**config.mk**
```make
export PLATFORM = sky130hd
export DESIGN_NAME = pmbus_status
export DESIGN_NICKNAME = d
export VERILOG_FILES = /design/src/hw/pmbus_status_pkg.sv /design/src/hw/pmbus_status.sv
export SDC_FILE = /design/constraint.sdc
export NUM_CORES = 1
export LEC_CHECK = 0
export BUFFER_PORTS_ARGS = -buffer_cell sky130_fd_sc_hd__clkbuf_2
export CORE_ASPECT_RATIO = 1.75
export CORE_MARGIN = 4
export CORE_UTILIZATION = 55
export DETAILED_ROUTE_END_ITERATION = 6
export PLACE_DENSITY = 0.81
export SYNTH_ARGS = -nofsm -noshare
export SYNTH_HDL_FRONTEND = slang
export SYNTH_SLANG_ARGS = --single-unit
```
**constraint.sdc**
```tcl
create_clock -name i_core_clk -period 3.62 [get_ports i_core_clk]
set_input_delay 0.181 -clock i_core_clk [delete_from_list [all_inputs] [get_ports i_core_clk]]
set_output_delay 0.181 -clock i_core_clk [all_outputs]
set_load 0.1 [all_outputs]
```
**src/hw/pmbus_status_pkg.sv**
```systemverilog
// Package for the management-bus status and fault-clear block.
// Assumes one core clock; all bus pins are sampled, never used as clocks.
package pmbus_status_pkg;

    // Command codes selecting each status item on the management bus
    localparam logic [7:0] CMD_CLEAR_FAULTS = 8'h03;
    localparam logic [7:0] CMD_EXT_TEMP = 8'h7d;
    localparam logic [7:0] CMD_COMM_LOGIC = 8'h7e;
    localparam logic [7:0] CMD_VENDOR_FAULT = 8'h80;
    localparam logic [7:0] CMD_PIN_STATE = 8'he5;
    localparam logic [7:0] CMD_COMMON = 8'hef;
    localparam logic [7:0] CMD_ECC_INFO = 8'hb6;

    // Supported (clearable) bits of each sticky byte; the rest read zero
    localparam logic [7:0] EXT_TEMP_MASK = 8'hc0;
    localparam logic [7:0] COMM_LOGIC_MASK = 8'hfb;
    localparam logic [7:0] VENDOR_FAULT_MASK = 8'hfb;

    // Communication byte bit positions raised by the serial engine itself
    localparam int COMM_BIT_BAD_CMD = 7;
    localparam int COMM_BIT_BAD_DATA = 6;

    // Field positions in the read-only words
    localparam int ECC_CLEAN_BIT = 5;
    localparam int SUMMARY_BIT_IN_STATUS_WORD = 12;

    // Sticky status reset value and serial framing constants
    localparam logic [7:0] STATUS_RESET = 8'h00;
    localparam logic [3:0] BITS_PER_BYTE = 4'h8;
    localparam logic [1:0] LAST_BYTE_IDX = 2'h2;

    // Serial engine states, Gray coded along address, command, data
    typedef enum logic [2:0]
    {
        ST_IDLE = 3'b000,
        ST_ADDR = 3'b001,
        ST_CMD = 3'b011,
        ST_WDATA = 3'b010,
        ST_RDATA = 3'b110
    } bus_state_e;

    // One byte per clearable status item
    typedef struct packed
    {
        logic [7:0] ext_temp;
        logic [7:0] comm_logic;
        logic [7:0] vendor;
    } status_set_s;

    // Same-domain inputs that build the read-only words
    typedef struct packed
    {
        logic [1:0] stages_ready;
        logic temp_result_suspect;
        logic phase_clk_off;
        logic [1:0] power_good;
        logic [1:0] enable_pull_low;
        logic [1:0] error_pull_low;
    } pin_info_s;

    typedef struct packed
    {
        logic busy;
        logic calc_pending;
        logic in_transition;
        logic nvm_ready;
        logic timebase_timeout;
        logic ecc_corrected;
    } common_info_s;

endpackage

```
**src/hw/pmbus_status.sv**
```systemverilog
// Status bytes, read-only info words and global fault clear behind a
// two-wire management bus slave (read byte/word, write byte, send byte).
// Assumes fault conditions arrive as same-domain levels; scl, sda and the
// enable/error pin levels come from pins and are synchronised here.
`timescale 1ns/1ps

// Behaviour
// - Ext temp byte: fault bit7, warn bit6, rest zero
// - Ext temp bits drive alert, one-write clears bit
// - Comm byte: bits 7..3,1,0 flagged; bit2 zero
// - Comm bits drive alert; one-write clears that bit
// - Vendor byte: 7..3,1,0 flagged; bit2 zero
// - Vendor bits set summary, alert; one-write clears
// - Pin word high byte: ready, suspect, clock, good
// - Pin word low byte: pull-lows, levels; read-only
// - Common byte: alert, busy, calc, transition, nvm, timeout
// - Info word bit5: one means no correction
// - Clear-faults clears all bytes, releases alert together
// - Clear-faults never restarts a latched-off channel
// - Persisting fault re-sets bit, alert unless masked
// - Status word bit12 summarises vendor byte
module pmbus_status #(
    parameter logic [6:0] DEV_ADDR = 7'h40
) (
    input wire logic i_core_clk,
    input wire logic i_rst_n,
    input wire logic i_scl,
    input wire logic i_sda,
    output logic o_sda,
    output logic o_sda_oe,
    output logic o_alert,
    output logic o_alert_oe,
    input wire pmbus_status_pkg::status_set_s i_fault_cond,
    input wire pmbus_status_pkg::status_set_s i_alert_mask,
    input wire pmbus_status_pkg::pin_info_s i_pin_info,
    input wire logic [1:0] i_enable_pin_lvl,
    input wire logic [1:0] i_error_pin_lvl,
    input wire pmbus_status_pkg::common_info_s i_common_info,
    output logic o_vendor_summary_bit,
    output logic [15:0] o_summary_word_bits,
    output logic o_clear_faults
);
    import pmbus_status_pkg::*;

    // Two-flop synchronisers for every pin input
    logic [1:0] scl_sync_q;
    logic [1:0] sda_sync_q;
    logic [1:0] en_lvl_s1_q;
    logic [1:0] en_lvl_q;
    logic [1:0] err_lvl_s1_q;
    logic [1:0] err_lvl_q;
    logic scl_prev_q; // Last synced scl, for edge finding
    logic sda_prev_q; // Last synced sda, for start/stop

    // Serial engine state
    bus_state_e state_q;
    logic [3:0] bit_cnt_q; // Bits taken in the current byte
    logic [1:0] byte_cnt_q; // Data bytes handled, saturating
    logic ack_phase_q; // Inside the ninth clock
    logic master_nack_q; // Host refused our last byte
    logic [7:0] shift_q; // In and out shift register
    logic [7:0] cmd_q; // Command code of this transaction
    logic sda_oe_q; // Pulling sda low

    // One-cycle events from the engine to the status bytes
    logic clr_all_q;
    logic w1c_q;
    logic [7:0] w1c_data_q;
    logic bad_cmd_q;
    logic bad_data_q;

    // Sticky status and derived words
    status_set_s sticky_q;
    status_set_s set_vec;
    status_set_s clr_vec;
    logic [15:0] pin_word;
    logic [7:0] common_byte;
    logic [15:0] info_word;
    logic [15:0] rd_word;
    logic [7:0] rd_byte;
    logic alert_any;

    wire scl_rise = scl_sync_q[1] & ~scl_prev_q;
    wire scl_fall = ~scl_sync_q[1] & scl_prev_q;
    wire bus_start = scl_sync_q[1] & scl_prev_q & sda_prev_q & ~sda_sync_q[1];
    wire bus_stop = scl_sync_q[1] & scl_prev_q & ~sda_prev_q & sda_sync_q[1];

    // Known command codes; anything else is flagged as invalid
    function automatic logic cmd_known(input logic [7:0] c);
        cmd_known = (c == CMD_CLEAR_FAULTS) || (c == CMD_EXT_TEMP) ||
            (c == CMD_COMM_LOGIC) || (c == CMD_VENDOR_FAULT) ||
            (c == CMD_PIN_STATE) || (c == CMD_COMMON) || (c == CMD_ECC_INFO);
    endfunction

    // Only the three sticky bytes accept a data write
    function automatic logic cmd_w1c(input logic [7:0] c);
        cmd_w1c = (c == CMD_EXT_TEMP) || (c == CMD_COMM_LOGIC) ||
            (c == CMD_VENDOR_FAULT);
    endfunction

    // Pin synchronisers; first stages feed only the second stages
    always_ff @(posedge i_core_clk or negedge i_rst_n)
    begin
        if (!i_rst_n)
        begin
            scl_sync_q <= 2'h3;
            sda_sync_q <= 2'h3;
            scl_prev_q <= 1'b1;
            sda_prev_q <= 1'b1;
            en_lvl_s1_q <= 2'h0;
            en_lvl_q <= 2'h0;
            err_lvl_s1_q <= 2'h0;
            err_lvl_q <= 2'h0;
        end
        else
        begin
            scl_sync_q <= {scl_sync_q[0], i_scl};
            sda_sync_q <= {sda_sync_q[0], i_sda};
            scl_prev_q <= scl_sync_q[1];
            sda_prev_q <= sda_sync_q[1];
            en_lvl_s1_q <= i_enable_pin_lvl;
            en_lvl_q <= en_lvl_s1_q;
            err_lvl_s1_q <= i_error_pin_lvl;
            err_lvl_q <= err_lvl_s1_q;
        end
    end

    // Serial engine: byte framing, ack, command decode, read shifting
    always_ff @(posedge i_core_clk or negedge i_rst_n)
    begin
        if (!i_rst_n)
        begin
            state_q <= ST_IDLE;
            bit_cnt_q <= 4'h0;
            byte_cnt_q <= 2'h0;
            ack_phase_q <= 1'b0;
            master_nack_q <= 1'b0;
            shift_q <= 8'h00;
            cmd_q <= 8'h00;
            sda_oe_q <= 1'b0;
            clr_all_q <= 1'b0;
            w1c_q <= 1'b0;
            w1c_data_q <= 8'h00;
            bad_cmd_q <= 1'b0;
            bad_data_q <= 1'b0;
        end
        else
        begin
            clr_all_q <= 1'b0;
            w1c_q <= 1'b0;
            bad_cmd_q <= 1'b0;
            bad_data_q <= 1'b0;
            if (bus_start)
            begin
                // Start or repeated start; command code is kept for reads
                state_q <= ST_ADDR;
                bit_cnt_q <= 4'h0;
                ack_phase_q <= 1'b0;
                sda_oe_q <= 1'b0;
            end
            else if (bus_stop)
            begin
                // Command byte alone, then stop: the send-byte clear
                if (state_q == ST_WDATA && byte_cnt_q == 2'h0 &&
                    cmd_q == CMD_CLEAR_FAULTS)
                begin
                    clr_all_q <= 1'b1;
                end
                state_q <= ST_IDLE;
                ack_phase_q <= 1'b0;
                sda_oe_q <= 1'b0;
            end
            else if (scl_rise && state_q != ST_IDLE)
            begin
                if (ack_phase_q)
                begin
                    master_nack_q <= sda_sync_q[1]; // Host ack after a read byte
                end
                else
                begin
                    if (state_q != ST_RDATA)
                    begin
                        shift_q <= {shift_q[6:0], sda_sync_q[1]};
                    end
                    bit_cnt_q <= bit_cnt_q + 4'h1;
                end
            end
            else if (scl_fall && state_q != ST_IDLE)
            begin
                if (ack_phase_q)
                begin
                    // End of ninth clock: release, or present next read byte
                    ack_phase_q <= 1'b0;
                    sda_oe_q <= 1'b0;
                    if (state_q == ST_RDATA)
                    begin
                        if (master_nack_q)
                        begin
                            state_q <= ST_IDLE; // Host ends the read
                        end
                        else
                        begin
                            shift_q <= rd_byte;
                            sda_oe_q <= ~rd_byte[7];
                            if (byte_cnt_q != LAST_BYTE_IDX)
                            begin
                                byte_cnt_q <= byte_cnt_q + 2'h1;
                            end
                        end
                    end
                end
                else if (bit_cnt_q == BITS_PER_BYTE)
                begin
                    bit_cnt_q <= 4'h0;
                    ack_phase_q <= 1'b1;
                    unique case (state_q)
                        ST_IDLE:
                        begin
                            ack_phase_q <= 1'b0;
                        end
                        ST_ADDR:
                        begin
                            if (shift_q[7:1] == DEV_ADDR)
                            begin
                                sda_oe_q <= 1'b1;
                                master_nack_q <= 1'b0;
                                byte_cnt_q <= 2'h0;
                                state_q <= shift_q[0] ? ST_RDATA : ST_CMD;
                                // The clear command has nothing to read
                                if (shift_q[0] && cmd_q == CMD_CLEAR_FAULTS)
                                begin
                                    bad_cmd_q <= 1'b1;
                                end
                            end
                            else
                            begin
                                // Not ours: stay off the bus until next start
                                state_q <= ST_IDLE;
                                ack_phase_q <= 1'b0;
                            end
                        end
                        ST_CMD:
                        begin
                            // Acked even when unknown, then flagged
                            cmd_q <= shift_q;
                            sda_oe_q <= 1'b1;
                            byte_cnt_q <= 2'h0;
                            state_q <= ST_WDATA;
                            bad_cmd_q <= ~cmd_known(shift_q);
                        end
                        ST_WDATA:
                        begin
                            sda_oe_q <= 1'b1;
                            if (byte_cnt_q != LAST_BYTE_IDX)
                            begin
                                byte_cnt_q <= byte_cnt_q + 2'h1;
                            end
                            if (cmd_w1c(cmd_q) && byte_cnt_q == 2'h0)
                            begin
                                w1c_q <= 1'b1;
                                w1c_data_q <= shift_q;
                            end
                            else
                            begin
                                // Writes to read-only words or extra bytes
                                bad_data_q <= 1'b1;
                            end
                        end
                        ST_RDATA:
                        begin
                            sda_oe_q <= 1'b0; // Hand sda to the host for ack
                        end
                    endcase
                end
                else if (state_q == ST_RDATA)
                begin
                    // Next bit of a read byte, MSB first
                    shift_q <= {shift_q[6:0], 1'b0};
                    sda_oe_q <= ~shift_q[6];
                end
            end
        end
    end

    // Hardware set sources; engine adds its own comm flags
    always_comb
    begin
        set_vec = i_fault_cond;
        set_vec.comm_logic[COMM_BIT_BAD_CMD] = i_fault_cond.comm_logic[COMM_BIT_BAD_CMD] |
            bad_cmd_q;
        set_vec.comm_logic[COMM_BIT_BAD_DATA] = i_fault_cond.comm_logic[COMM_BIT_BAD_DATA] |
            bad_data_q;
        set_vec.ext_temp = set_vec.ext_temp & EXT_TEMP_MASK;
        set_vec.comm_logic = set_vec.comm_logic & COMM_LOGIC_MASK;
        set_vec.vendor = set_vec.vendor & VENDOR_FAULT_MASK;
    end

    // Clear sources: one-writes to the addressed byte, or all at once
    always_comb
    begin
        clr_vec = '{default: {8{clr_all_q}}};
        if (w1c_q && cmd_q == CMD_EXT_TEMP)
        begin
            clr_vec.ext_temp = clr_vec.ext_temp | w1c_data_q;
        end
        if (w1c_q && cmd_q == CMD_COMM_LOGIC)
        begin
            clr_vec.comm_logic = clr_vec.comm_logic | w1c_data_q;
        end
        if (w1c_q && cmd_q == CMD_VENDOR_FAULT)
        begin
            clr_vec.vendor = clr_vec.vendor | w1c_data_q;
        end
    end

    // Sticky bits; a set in the clear cycle wins, so a lasting fault
    // comes straight back after any clear
    for (genvar b = 0; b < $bits(status_set_s); b++)
    begin : g_sticky
        always_ff @(posedge i_core_clk or negedge i_rst_n)
        begin
            if (!i_rst_n)
            begin
                sticky_q[b] <= 1'b0;
            end
            else
            begin
                sticky_q[b] <= set_vec[b] | (sticky_q[b] & ~clr_vec[b]);
            end
        end
    end

    // Alert pulls low while any unmasked sticky bit stands
    assign alert_any = |(sticky_q & ~i_alert_mask);

    // Read-only words built from live state
    assign pin_word = {i_pin_info.stages_ready, 2'b00, i_pin_info.temp_result_suspect,
        i_pin_info.phase_clk_off, i_pin_info.power_good, i_pin_info.enable_pull_low,
        en_lvl_q, i_pin_info.error_pull_low, err_lvl_q};
    assign common_byte = {~alert_any, ~i_common_info.busy, ~i_common_info.calc_pending,
        ~i_common_info.in_transition, i_common_info.nvm_ready, 1'b0,
        i_common_info.timebase_timeout, 1'b0};

    // Info word: only the correction flag, reserved bits zero
    always_comb
    begin
        info_word = 16'h0000;
        info_word[ECC_CLEAN_BIT] = ~i_common_info.ecc_corrected;
    end

    // Read mux: low byte first, then high; past the end reads zero
    always_comb
    begin
        unique case (cmd_q)
            CMD_EXT_TEMP: rd_word = {8'h00, sticky_q.ext_temp};
            CMD_COMM_LOGIC: rd_word = {8'h00, sticky_q.comm_logic};
            CMD_VENDOR_FAULT: rd_word = {8'h00, sticky_q.vendor};
            CMD_PIN_STATE: rd_word = pin_word;
            CMD_COMMON: rd_word = {8'h00, common_byte};
            CMD_ECC_INFO: rd_word = info_word;
            default: rd_word = 16'h0000; // Unknown or clear command
        endcase
        rd_byte = (byte_cnt_q == 2'h0) ? rd_word[7:0] :
            (byte_cnt_q == 2'h1) ? rd_word[15:8] : 8'h00;
    end

    // Summary bit into the status word held elsewhere
    always_comb
    begin
        o_summary_word_bits = 16'h0000;
        o_summary_word_bits[SUMMARY_BIT_IN_STATUS_WORD] = |sticky_q.vendor;
    end

    assign o_vendor_summary_bit = |sticky_q.vendor;
    // Only a notice to channel logic; latched-off channels stay off
    assign o_clear_faults = clr_all_q;
    assign o_sda = 1'b0;
    assign o_sda_oe = sda_oe_q;
    assign o_alert = 1'b0;
    assign o_alert_oe = alert_any;

endmodule

```
* Word level (Yosys, flattened, before mapping)
Index checks and enable logic that the tools add are counted.
** Cells by class
- $add $sub $neg :: 2
- Eq/ne operators :: 43
- Multiplexer cells :: 94
- Bitwise gates (word level) :: 92
- Reductions and logical operators :: 43
** Operator list (number)
- two-way mux 8 bit :: 14
- case mux 16 bit (6 select lines) :: 1
- == test 8 bit (second input constant) :: 8
- two-way mux 1 bit :: 51
- NOT 1 bit :: 40
- == test 8 x 7 -> 1 bit (second input constant) :: 4
- bitwise AND 1 bit :: 31
- two-way mux 3 bit :: 10
- two-way mux 4 bit :: 7
- bitwise AND 24 bit :: 1
- NOT 24 bit :: 1
- OR reduction 24 bit :: 1
- inequality test 3 bit (second input constant) :: 7
- bitwise OR 1 bit :: 18
- AND reduction 9 bit :: 2
- == test 8 x 2 -> 1 bit (second input constant) :: 2
- AND reduction 8 bit :: 2
- two-way mux 2 bit :: 6
- inequality test 3 x 2 -> 1 bit (second input constant) :: 4
- nonzero test 3 bit :: 4
- inequality test 2 bit (second input constant) :: 5
- AND reduction 5 bit :: 2
- nonzero test 5 bit :: 2
- logical AND 1 bit :: 9
- other kinds (27) :: 42
** Storage, ports and cells
- Register bits :: 78
- Output and inout port bits :: 22

* Logic depth before layout (Yosys ltp)
- Depth after elaboration :: 15
- Mapped depth :: 9
- Mapped depth without buffers :: 8

* Worst setup path after synthesis
OpenSTA, ideal clock, no wires.
- Path kind :: reg-to-reg
- Start point :: register shift_q[3]
- End point :: register sda_oe_q, in the netlist o_sda_oe
- Arrival time :: 2213 ps
- Data required time :: 3500 ps
- Setup slack :: 1286 ps
- Stages on the path, launching flop included :: 9
- Path buffers :: 2
- Clock period less this slack :: 2334 ps
- Path through :: dfrtp_1 > buf_6 > or4_4 > or4b_4 > buf_6 > o31ai_4 > or3b_1 > a31oi_1 > a41o_1
** On the way
- Longest elaborated chain between the ends :: 3
** RTL lines
- start: declaration :: line pmbus_status.sv:61 : logic [7:0] shift_q;
- start signal: assignment :: line pmbus_status.sv:183 : shift_q <= {shift_q[6:0], sda_sync_q[1]};
- start signal: assignment :: line pmbus_status.sv:203 : shift_q <= rd_byte;
- start signal: assignment :: line pmbus_status.sv:278 : shift_q <= {shift_q[6:0], 1'b0};
- == test 7 bit :: line pmbus_status.sv:223 : if (shift_q[7:1] == DEV_ADDR)
- inequality test 6 bit (no source line)
- AND reduction 5 bit (no source line)
- end signal: assignment :: line pmbus_status.sv:204 : sda_oe_q <= ~rd_byte[7];
- end signal: assignment :: line pmbus_status.sv:279 : sda_oe_q <= ~shift_q[6];
- end: declaration :: line pmbus_status.sv:63 : logic sda_oe_q;
No other way between the ends.
A chain may end at the register's enable or synchronous reset.

* Final worst setup path
- Start point :: register sticky_q[7] in the netlist's numbering
- End point :: output o_alert_oe
** On the way
- Longest elaborated chain between the ends :: 2
** RTL lines
- start: declaration :: line pmbus_status.sv:73 : status_set_s sticky_q;
- start signal: indexed assignment :: line pmbus_status.sv:328 : sticky_q[b] <= set_vec[b] | (sticky_q[b] & ~clr_vec[b]);
- bitwise AND 24 bit :: line pmbus_status.sv:334 : assign alert_any = |(sticky_q & ~i_alert_mask);
- OR reduction 24 bit :: line pmbus_status.sv:334
- end: declaration :: line pmbus_status.sv:32 : output logic o_alert_oe,
No other way between the ends.

==> impl_metrics.json <==
{
  "path_max_fanout": 4,
  "gp_congestion": 1.06,
  "cts_root_buffer": "clkbuf_16",
  "fp.dieH_um": 125,
  "whs_ps": -28.3,
  "area_growth_pct": 16.8,
  "io_pins": 94,
  "synthDistinctLibCells": 70,
  "cp_slowest_cell": "a2111oi_0",
  "dieArea_mm2": 0.00936,
  "ant_nets": 0,
  "leakage_nw": 2.24,
  "period_share_pct": 78.1,
  "synth_top_area_share_pct": 41.9,
  "crit_chain": "nor2b_1 > a2111oi_0 > o2111ai_1 > or3_1 > clkbuf_2",
  "drtIter0Drc": 364,
  "peakVddDrop_v": 0.000310,
  "cts_tree": "built",
  "slew_headroom_pct": 35.2,
  "hold_viol": 23,
  "synth-edff-count": 0,
  "crit_required_ps": 3440,
  "final_core_util_pct": 66.0,
  "drt_wl_total_mm": 11.3,
  "yosysSeqAreaShare_pct": 45.5,
  "clockBufferDepth": 2,
  "rsz0062_at_grt": "no",
  "globalRouteOverflowTotal": 0,
  "num_rows": 42,
  "synth.most_common_cell": "dfrtp_1",
  "holdBufCountCts": 6,
  "start_util_pct": 56.5,
  "slew_violations": 0,
  "first_pass_iters": 7,
  "drc_errors": 0,
  "fp.dieW_um": 74.9,
  "dp_hpwl_mm": 8.45,
  "cts_made_buffers": 9,
  "netlist_instances": 447,
  "nets": 589,
  "antenna_found_initial": 0,
  "post-route-min-period_ps": 2830,
  "grt_pass1_wl_mm": 17.9,
  "worstSkewPairLatency_ps": 340,
  "vias": 3754,
  "syn-mean-instance-area_um2": 9.63,
  "max_stage_delay_ps": 750,
  "hp-class": "in -> async",
  "wl_per_cell_um": 18.6,
  "grt_pass1_vias": 3734,
  "p_total_mw": 2.34,
  "diodes": 0,
  "synthTopCellsByCount": "72 x dfrtp_1, 52 x nand2_1, 24 x nor2_1",
  "fmax_mhz": 354,
  "grt_start_max_net_pins": 79,
  "synth_area_leaders": "dfrtp_1 42%, nand2_1 4.5%, mux2_2 4.4%, dfstp_2 3.7%, buf_4 3.1%",
  "synth_top_area_cell": "dfrtp_1",
  "core_area_mm2": 0.00762,
  "outcome": "finished, violations left",
  "failed_checks": "negative hold slack",
  "power_density_mw_per_mm2": 465,
  "h-tree-depth": 3,
  "critPathKind": "reg -> out",
  "synthesis.area_mm2": 0.00430,
  "skew_ps": 8.45,
  "ys.flop_type": "dfrtp_1",
  "track_usage_pct": 25.1,
  "synth-async-reset-ratio_pct": 100,
  "maxCapViolations": 0,
  "crit_path_end_kind": "output port",
  "setup_slack_ps": 794,
  "ys_seq_elements": 78,
  "fin_tns_setup_ps": 0,
  "drive_gt1_share_pct": 25.9,
  "avgViaCountPerCell": 6.19,
  "path_clk_slew_ps": 60,
  "ys_warn_count": 0,
  "io_buffers": 68,
  "clock-sinks": 78,
  "cts_resized": 0,
  "setup_viol": 0,
  "cp_data_arrival_time_ps": 2640,
  "cts_setup_buffers": 0,
  "place_ws_ps": 1080,
  "startpoint_type": "flop",
  "max_slew.worst_pin.slew_ps": 973
}
## through the flow
step	instances	hold WS, ps	area [um2]
2_1_floorplan	463	-115	4360
3_3_place_gp	584	270	4610
3_5_place_dp	584	271	4610
4_1_cts	606	20.8	5030
5_1_grt	606	23.3	5030
6_report	606	-28.3	5030
## area by class of cell
type	count	area [um2]
Clock buffer	13	270
Clock inverter	3	90.1
Fill cell	600	2590
Inverter	23	86.3
Multi-Input combinational cell	325	2090
Sequential cell	78	1960
Tap cell	88	110
Timing Repair Buffer	76	418
## cells in the final DEF (no fill, tap or decap), drive strengths merged, types with 3 or more instances in the layout
master,netlist,routed
a2111oi,3,3
a211oi,5,5
a21oi,14,14
a221o,3,3
a22o,4,4
a22oi,9,9
a31o,14,14
a31oi,14,14
and2,11,11
and3,4,4
and4b,4,4
buf,23,3
bufinv,0,3
clkbuf,14,80
conb,1,17
dfrtp,72,72
dfstp,6,6
dlygate4sd3,0,6
ha,4,4
inv,23,23
mux2,17,17
nand2,52,52
nand2b,4,4
nand3,13,13
nand3b,5,5
nor2,27,27
nor2b,13,13
nor3,8,8
nor4,6,6
o2111ai,3,3
o21ai,20,20
o22ai,6,6
or3,3,3
or4,3,3
or4b,3,3
## critical path, delay by kind of cell (launching register included)
| family | cells | cell delay, ps |
|---|---|---|
| flops | 1 | 420 |
| buf+inv | 1 | 370 |
| simple gates | 2 | 500 |
| compound gates | 2 | 1010 |
## kinds of logic after synthesis
logic type | Yosys count | share of synthesized area (%)
muxes | 19 | 4.91
other | 1 | 0.0872
buffers and inverters | 60 | 7.21
and+or+nand+nor | 166 | 20.8
xor gates and xnor gates | 1 | 0.204
adders and majority gates | 4 | 1.16
AOI/OAI and AO/OA | 118 | 20.0
DFF | 78 | 45.5
## power by group
part / internal [mW] / switching [mW] / leakage [nW]
registers: 0.916 / 0.0863 / 0.926
clock network: 0.730 / 0.345 / 0.176
logic: 0.0957 / 0.166 / 1.14
## sequential cells by signal (all words and copies together) (netlist names), 2 cells and up
| signal | flops |
|---|---|
| byte_cnt_q | 2 |
| cmd_q | 8 |
| err_lvl_s1_q | 2 |
| bit_cnt_q | 4 |
| w1c_data_q | 8 |
| en_lvl_s1_q | 2 |
| scl_sync_q | 2 |
| err_lvl_q | 2 |
| shift_q | 8 |
| sda_sync_q | 2 |
| state_q | 3 |
| en_lvl_q | 2 |
| sticky_q | 24 |
## routing by layer
layer | share of wire, % | track usage (%)
met2 | 53 | 43.5
met5 | 0 | 0
met3 | 6.5 | 5.22
met4 | 6.4 | 17.5
met1 | 34 | 25.5
## worst paths after layout
| check | start | slack [ps] | endpoint | depth (start not counted) |
|---|---|---|---|---|
| worst max-delay path | sticky_q[7] | 790 | o_alert_oe | 5 |
| worst min-delay path | i_rst_n | -30 | ack_phase_q | 1 |
| worst max register to register | cmd_q[1] | 1040 | shift_q[1] | 6 |
| worst min register to register | en_lvl_s1_q[1] | 350 | en_lvl_q[1] | 0 |
| max in group asynchronous | i_rst_n | 2980 | state_q[1] | 1 |
| min in group i_core_clk | i_fault_cond[6] | 30 | sticky_q[6] | 2 |
Note: power is estimated with default switching activity, not from simulation.
